## config.mk

```make
export PLATFORM = sky130hd
export DESIGN_NAME = irs_device
export DESIGN_NICKNAME = d
export VERILOG_FILES = /design/src/rtl/irs_pkg.sv /design/src/rtl/irs_device.sv
export VERILOG_INCLUDE_DIRS = /design/src /design/src/rtl
export SDC_FILE = /design/constraint.sdc
export NUM_CORES = 2
export LEC_CHECK = 0
export BUFFER_PORTS_ARGS = -buffer_cell sky130_fd_sc_hd__buf_4
export CAP_MARGIN = 0
export CORE_MARGIN = 10
export CORE_UTILIZATION = 51
export CTS_CLUSTER_DIAMETER = 80
export DETAILED_ROUTE_END_ITERATION = 16
export PLACE_DENSITY_LB_ADDON = 0.05
export SYNTH_ARGS = -nofsm -noshare
export SYNTH_HDL_FRONTEND = slang
export SYNTH_SLANG_ARGS = --single-unit
```

## constraint.sdc

```tcl
create_clock -name sys_clk -period 2.8 [get_ports sys_clk]
set_clock_uncertainty 0.15 [all_clocks]
set_input_delay 0.7 -clock sys_clk [delete_from_list [all_inputs] [get_ports sys_clk]]
set_output_delay 0.7 -clock sys_clk [all_outputs]
set_load 0.005 [all_outputs]
```

## src/rtl/irs_defs.svh

```systemverilog
`ifndef IRS_DEFS_SVH
`define IRS_DEFS_SVH
// Timing in request clock cycles
`define IRS_COL_CYCLE 4'h2
`define IRS_WR_DATA_DELAY 4'h6
`define IRS_RD_DATA_DELAY 4'h6
`define IRS_WR_TO_RD_GAP 4'h9
`define IRS_RW_BUBBLE 4'h1
// Request packet layout
`define IRS_BANK_W 3
`define IRS_BANKS 8
`define IRS_ADDR_W 10
`define IRS_DATA_W 16
`define IRS_PIPE 16
`endif

```

## src/rtl/irs_pkg.sv

```systemverilog
`include "irs_defs.svh"
package irs_pkg;
    // Request packet kinds on the request lines
    typedef enum logic [2:0] {
        IRS_PKT_NONE = 3'h0,
        IRS_PKT_ROW_OPEN = 3'h1,
        IRS_PKT_COL_STORE = 3'h2,
        IRS_PKT_COL_FETCH = 3'h3,
        IRS_PKT_ROW_SHUT = 3'h4
    } irs_pkt_kind_t;

    // Decoded request packet
    typedef struct packed {
        irs_pkt_kind_t kind;
        logic [`IRS_BANK_W-1:0] bank;
        logic [`IRS_ADDR_W-1:0] addr;
        logic column_slot_advance;
        logic [1:0] shut_advance;
    } irs_req_t;

    // Data bus word
    typedef struct packed {
        logic valid;
        logic [`IRS_DATA_W-1:0] data;
    } irs_data_t;

    // Turnaround state of the column path
    typedef enum logic [2:0] {
        IRS_DIR_IDLE = 3'b001,
        IRS_DIR_STORE = 3'b010,
        IRS_DIR_FETCH = 3'b100
    } irs_dir_t;
endpackage

```

## src/rtl/irs_device.sv

```systemverilog
`timescale 1ns/1ps
`include "irs_defs.svh"
// Behaviour
// - Column slot advance moves a column packet one cycle earlier; device honours it.
// - Write data fills every second cycle from cycle seven, two per bank.
// - Row-shut advance field places it earlier; device ignores the field.
// - Device returns read data every second cycle from eleven, one cycle per packet.
// - Read data leaves exactly one read data delay after its fetch column.
// - Read-to-write column gap is turnaround plus read delay minus write delay plus column time.
// - Column packets spaced by column cycle time, two cycles, twice one data packet.
module irs_device (
    // Clock and reset
    input wire logic sys_clk,
    input wire logic rst_b,
    // Request lines, decoded packet, same clock
    input wire irs_pkg::irs_req_t request_lines,
    // Write data from the data bus
    input wire irs_pkg::irs_data_t wr_data,
    // Read data driven onto the data bus
    output irs_pkg::irs_data_t rd_data,
    output logic dq_oe_b,
    // Core status
    output logic [`IRS_BANKS-1:0] bank_open,
    output logic protocol_err
);
    // ==========================================
    // Storage and local state
    logic [`IRS_DATA_W-1:0] mem_q [0:(1<<`IRS_BANK_W)-1][0:15];
    logic [`IRS_BANKS-1:0] bank_open_q;
    logic [`IRS_PIPE-1:0] fetch_pipe_q;
    logic [`IRS_PIPE-1:0] store_pipe_q;
    logic [`IRS_BANK_W+3:0] fetch_addr_q [0:`IRS_PIPE-1];
    logic [`IRS_BANK_W+3:0] store_addr_q [0:`IRS_PIPE-1];
    irs_pkg::irs_data_t rd_data_q;
    logic err_q;
    logic [3:0] col_gap_q;
    irs_pkg::irs_dir_t dir_q;
    logic [3:0] tap_rd;
    logic [3:0] tap_wr;
    logic is_col;

    // ==========================================
    // Timing summary, request clock cycles
    // Fetch sampled at edge N: rd_data valid from edge N+6
    // Advanced fetch: rd_data valid from edge N+7, the same delay counted from its intended slot
    // Store sampled at edge N: wr_data taken at edge N+6
    // Advanced store: taken at edge N+7
    // Read data stands one cycle per packet
    // Bank open state follows open and shut one edge later
    // Column gap below two cycles: protocol error
    // Store to fetch below nine cycles: protocol error
    // Fetch to store below three cycles: protocol error
    // Column to a closed bank: protocol error
    // Row-shut advance only moves the slot; no effect inside
    // No long counters; column gap count saturates at fifteen
    // Storage is eight banks of sixteen words, no reset
    // Unwritten words read back unknown

    // Column packet taps; an advanced column was sent a cycle early, so its delay is one longer
    function automatic logic [3:0] irs_tap(input logic [3:0] dly, input logic adv);
        irs_tap = adv ? dly : dly - 4'h1;
    endfunction

    // Decoded column taps and column detect
    always_comb begin
        tap_rd = irs_tap(`IRS_RD_DATA_DELAY, request_lines.column_slot_advance);
        tap_wr = irs_tap(`IRS_WR_DATA_DELAY, request_lines.column_slot_advance);
        is_col = (request_lines.kind == irs_pkg::IRS_PKT_COL_FETCH) ||
                 (request_lines.kind == irs_pkg::IRS_PKT_COL_STORE);
    end

    // ==========================================
    // Row open and shut
    always_ff @(posedge sys_clk) begin
        if (!rst_b) begin
            bank_open_q <= '0;
        end else begin
            // Row-shut takes effect regardless of its advance field
            case (request_lines.kind)
                irs_pkg::IRS_PKT_ROW_OPEN: bank_open_q[request_lines.bank] <= 1'b1;
                irs_pkg::IRS_PKT_ROW_SHUT: bank_open_q[request_lines.bank] <= 1'b0;
                default: bank_open_q <= bank_open_q;
            endcase
        end
    end
    assign bank_open = bank_open_q;

    // ==========================================
    // Fetch and store delay lines
    always_ff @(posedge sys_clk) begin
        if (!rst_b) begin
            fetch_pipe_q <= '0;
            store_pipe_q <= '0;
        end else begin
            fetch_pipe_q <= {1'b0, fetch_pipe_q[`IRS_PIPE-1:1]};
            store_pipe_q <= {1'b0, store_pipe_q[`IRS_PIPE-1:1]};
            if (request_lines.kind == irs_pkg::IRS_PKT_COL_FETCH) begin
                fetch_pipe_q[tap_rd] <= 1'b1;
            end
            if (request_lines.kind == irs_pkg::IRS_PKT_COL_STORE) begin
                store_pipe_q[tap_wr] <= 1'b1;
            end
        end
    end

    // Address delay lines shift alongside the valid bits
    genvar gi;
    generate
        for (gi = 0; gi < `IRS_PIPE; gi++) begin : g_addr
            always_ff @(posedge sys_clk) begin
                if (!rst_b) begin
                    fetch_addr_q[gi] <= '0;
                    store_addr_q[gi] <= '0;
                end else begin
                    if (request_lines.kind == irs_pkg::IRS_PKT_COL_FETCH && tap_rd == 4'(gi)) begin
                        fetch_addr_q[gi] <= {request_lines.bank, request_lines.addr[3:0]};
                    end else if (gi < `IRS_PIPE - 1) begin
                        fetch_addr_q[gi] <= fetch_addr_q[(gi + 1) % `IRS_PIPE];
                    end else begin
                        fetch_addr_q[gi] <= '0;
                    end
                    if (request_lines.kind == irs_pkg::IRS_PKT_COL_STORE && tap_wr == 4'(gi)) begin
                        store_addr_q[gi] <= {request_lines.bank, request_lines.addr[3:0]};
                    end else if (gi < `IRS_PIPE - 1) begin
                        store_addr_q[gi] <= store_addr_q[(gi + 1) % `IRS_PIPE];
                    end else begin
                        store_addr_q[gi] <= '0;
                    end
                end
            end
        end
    endgenerate

    // ==========================================
    // Write data capture
    // Store slot without valid data leaves the word untouched
    always_ff @(posedge sys_clk) begin
        if (store_pipe_q[0] && wr_data.valid) begin
            mem_q[store_addr_q[0][`IRS_BANK_W+3:4]][store_addr_q[0][3:0]] <= wr_data.data;
        end
    end

    // ==========================================
    // Read data return, one packet per column cycle
    always_ff @(posedge sys_clk) begin
        if (!rst_b) begin
            rd_data_q <= '0;
        end else begin
            rd_data_q.valid <= fetch_pipe_q[0];
            rd_data_q.data <= fetch_pipe_q[0] ?
                mem_q[fetch_addr_q[0][`IRS_BANK_W+3:4]][fetch_addr_q[0][3:0]] : '0;
        end
    end
    assign rd_data = rd_data_q;
    assign dq_oe_b = ~rd_data_q.valid;

    // ==========================================
    // Direction of the last column packet
    always_ff @(posedge sys_clk) begin
        if (!rst_b) begin
            dir_q <= irs_pkg::IRS_DIR_IDLE;
        end else if (is_col) begin
            dir_q <= (request_lines.kind == irs_pkg::IRS_PKT_COL_FETCH) ?
                irs_pkg::IRS_DIR_FETCH : irs_pkg::IRS_DIR_STORE;
        end
    end

    // Column spacing and turnaround watch, error sticky until reset
    always_ff @(posedge sys_clk) begin
        if (!rst_b) begin
            col_gap_q <= 4'hF;
            err_q <= 1'b0;
        end else begin
            col_gap_q <= (col_gap_q == 4'hF) ? col_gap_q : col_gap_q + 4'h1;
            if (is_col) begin
                col_gap_q <= 4'h1;
                if (col_gap_q < `IRS_COL_CYCLE) begin
                    err_q <= 1'b1;
                end
                case (dir_q)
                    irs_pkg::IRS_DIR_STORE: begin
                        if (request_lines.kind == irs_pkg::IRS_PKT_COL_FETCH &&
                            col_gap_q < `IRS_WR_TO_RD_GAP) begin
                            err_q <= 1'b1;
                        end
                    end
                    irs_pkg::IRS_DIR_FETCH: begin
                        if (request_lines.kind == irs_pkg::IRS_PKT_COL_STORE &&
                            col_gap_q < `IRS_RD_DATA_DELAY - `IRS_WR_DATA_DELAY
                                        + `IRS_COL_CYCLE + `IRS_RW_BUBBLE) begin
                            err_q <= 1'b1;
                        end
                    end
                    default: err_q <= err_q;
                endcase
            end
            if (is_col && !bank_open_q[request_lines.bank]) begin
                err_q <= 1'b1;
            end
        end
    end
    assign protocol_err = err_q;
endmodule

```

==> results.json <==
{
  "dpl_cell_area_um2": 91900,
  "power_frac_seq_pct": 54.4,
  "clk_latency_ns": 0.84,
  "fp.dieH_um": 424,
  "tightest_slew_ns": 0.902,
  "drive_above_1_share_pct": 32.8,
  "routedWlPerCell_um": 29.8,
  "min_path_type": "input pin to flip-flop",
  "power_frac_comb_pct": 2.0,
  "areaGrowthSynthToFinish_pct": 22.8,
  "rsz0062_at_grt": "yes",
  "violations": "setup timing",
  "p_sw_w": 0.0130,
  "n_fill_cell": 11352,
  "power.density_nw_per_um2": 646,
  "rows": 148,
  "cp.arrival_ns": 3.40,
  "utilization_pct": 62.9,
  "timing.hold.ws_ns": 0.0886,
  "swShare_pct": 19.7,
  "drv_cap": 0,
  "mostFrequentLayoutCell": "edfxtp_1",
  "ys_warn_count": 0,
  "path_max_fanout": 8,
  "dieArea_um2": 180000,
  "cts.sinks": 2193,
  "syn_inst": 4015,
  "grt_pass1_wl_um": 303000,
  "fin_crit_ns": 2.82,
  "critPathKind": "flip-flop to flip-flop",
  "start_kind": "flip-flop",
  "port-buffer-count": 56,
  "finalHoldViolCount": 0,
  "grt_pass1_vias": 41673,
  "grt_max_degree": 129,
  "initial_core_util_pct": 51.2,
  "multi_input_area_um2": 18800,
  "core_area_um2": 162000,
  "clkPwrFrac_pct": 43.6,
  "first_pass_iters": 8,
  "die_w_um": 424,
  "fin_ws_ns": -0.0181,
  "viasPerCell": 5.92,
  "vdd_drop_max_mv": 0.785,
  "design_area_um2": 102000,
  "top_level_ports": 65,
  "drt_iter0_markers": 4004,
  "grt_overflow_total": 0,
  "relSlewSlack_pct": 39.9,
  "cts_buffers": 217,
  "clockBufferDepth": 3,
  "required_ns": 3.38,
  "seqCellArea_um2": 64700,
  "p_int_w": 0.0530,
  "cts_tree": "built",
  "ant_nets": 0,
  "cts_root_buffer": "clkbuf_16",
  "synth_area_um2": 83200,
  "drv_slew": 0,
  "gp_congestion": 0.878,
  "seq_area_frac_synth_pct": 77.7,
  "grt_usage_pct": 23.4,
  "synth-edff-count": 2076,
  "fin_setup_tns_ns": -0.0313,
  "async_flop_share_pct": 0,
  "min_period_over_period_pct": 101,
  "vias": 42226,
  "path_clk_slew_ns": 0.06,
  "final_cell_mix": "2076 x edfxtp_1, 452 x buf_4, 388 x mux4_2",
  "synth_ff_type": "edfxtp_1",
  "htreeDepth": 4,
  "final_nets": 4798,
  "final_cell_count_no_fill": 7130,
  "outcome": "finished with violations",
  "post_synth.cell_area_avg_um2": 20.7,
  "final-setup-viol-count": 3,
  "finalWirelength_um": 212000,
  "clock.fmax_mhz": 355,
  "cp-end-kind": "flip-flop",
  "ys_types": 49,
  "synth-seq-cells": 2193,
  "placedCellCount": 6571,
  "dp_hpwl_um": 131000,
  "drcViolationCount": 0,
  "grt_antenna_before_repair": 2,
  "p_leak_nw": 32.3
}
## path summary, 6_finish.rpt
path | endpoint | depth (start not counted) | startpoint | slack (ns)
setup / recovery | rd_data[3] | 12 | fetch_addr_q[0][4] | -0.02
hold / removal | flip-flop | 3 | request_lines[15] | 0.09
setup reg to reg | rd_data[3] | 12 | fetch_addr_q[0][4] | -0.02
hold reg to reg | store_addr_q[1][0] | 1 | store_addr_q[1][7] | 0.27
## synth_stat cells, types with 15 or more instances
library cell | instances | area (um2)
edfxtp_1 | 2076 | 62300
mux2i_1 | 397 | 3970
mux4_2 | 388 | 8740
nor2_1 | 158 | 593
o22ai_1 | 143 | 895
dfxtp_1 | 117 | 2340
clkbuf_1 | 99 | 372
and2_1 | 92 | 576
a22oi_1 | 91 | 683
buf_2 | 80 | 400
nand2_1 | 80 | 300
nand3_1 | 55 | 275
nor4_1 | 32 | 200
buf_4 | 20 | 150
a21oi_1 | 18 | 90.1
a211oi_1 | 17 | 128
a221oi_1 | 17 | 149
a21boi_0 | 15 | 113
buf_6 | 15 | 169
## per-stage QoR
stage               setup WS (ns)  total power, W
finish                    -0.0181          0.0661
CTS                       -0.0866          0.0666
floorplan                   0.140          0.0370
global route              -0.0883          0.0681
global placement           -0.714          0.0379
detailed placement         -0.670          0.0379
## worst max-delay path, cell delays in order, from the launching register on
cell	delay, ns
dfxtp_4	0.43
buf_12	0.17
buf_12	0.16
buf_16	0.15
buf_6	0.11
mux2i_1	0.23
o22ai_2	0.15
nor4_4	0.36
buf_4	0.18
o22ai_4	0.10
nor4_2	0.23
buf_4	0.18
nand2_1	0.05
## power by group through the flow
stage	Sequential (W)	Combinational (W)	Clock, W
2_1_floorplan	0.0367	0.000375	0
3_3_place_gp	0.0367	0.00121	0
3_5_place_dp	0.0367	0.00124	0
4_1_cts	0.0360	0.00129	0.0294
5_1_grt	0.0360	0.00140	0.0307
6_report	0.0360	0.00129	0.0288
## what timing repair did
action,CTS,global route
hold buffers,4,0
endpoints found under the setup margin,16,16
buffers inserted,68,67
gates cloned,13,8
hold endpoints to repair,8,0
pin swaps,42,50
gates resized for setup,138,146
## layer usage
metal / wire, um / GRT usage, % / part of all wire [%] / up-vias
met5: 0 / 0 / 0 / -
met4: 6370 / 6.96 / 3.0 / 0
met3: 13000 / 3.42 / 6.1 / 276
met2: 103000 / 37.3 / 48 / 1410
met1: 90000 / 33.7 / 42 / 22465
li1: - / - / - / 18075
## sequential cells by signal, indices dropped and copies added (netlist names), named ones only
signal,cells
mem_q,2048
col_gap_q,4
store_pipe_q,7
protocol_err,1
fetch_pipe_q,7
store_addr_q,49
fetch_addr_q,49
dir_q,3
rd_data,17
## cell type report
class,count,share of cell area (%)
Sequential cell,2193,63.3
Multi-Input combinational cell,1621,18.4
Timing Repair Buffer,719,8.61
Clock buffer,307,5.95
Tap cell,2175,2.66
Clock inverter,103,1.02
Inverter,6,0.0220
Antenna cell,6,0.0147
## logic make-up (layout without fill, tap and decap cells)
| kind of cell | Yosys count | in the layout | synth area share [%] |
|---|---|---|---|
| DFF | 2193 | 2193 | 77.7 |
| muxes | 790 | 790 | 15.3 |
| and+or+nand+nor | 474 | 474 | 2.83 |
| AOI/OAI and AO/OA | 325 | 325 | 2.67 |
| buffers and inverters | 228 | 1135 | 1.37 |
| adders and majority gates | 2 | 2 | 0.0301 |
| xor gates and xnor gates | 2 | 2 | 0.0211 |
| other | 1 | 34 | 0.00451 |
(Power assumes the default switching activity.)
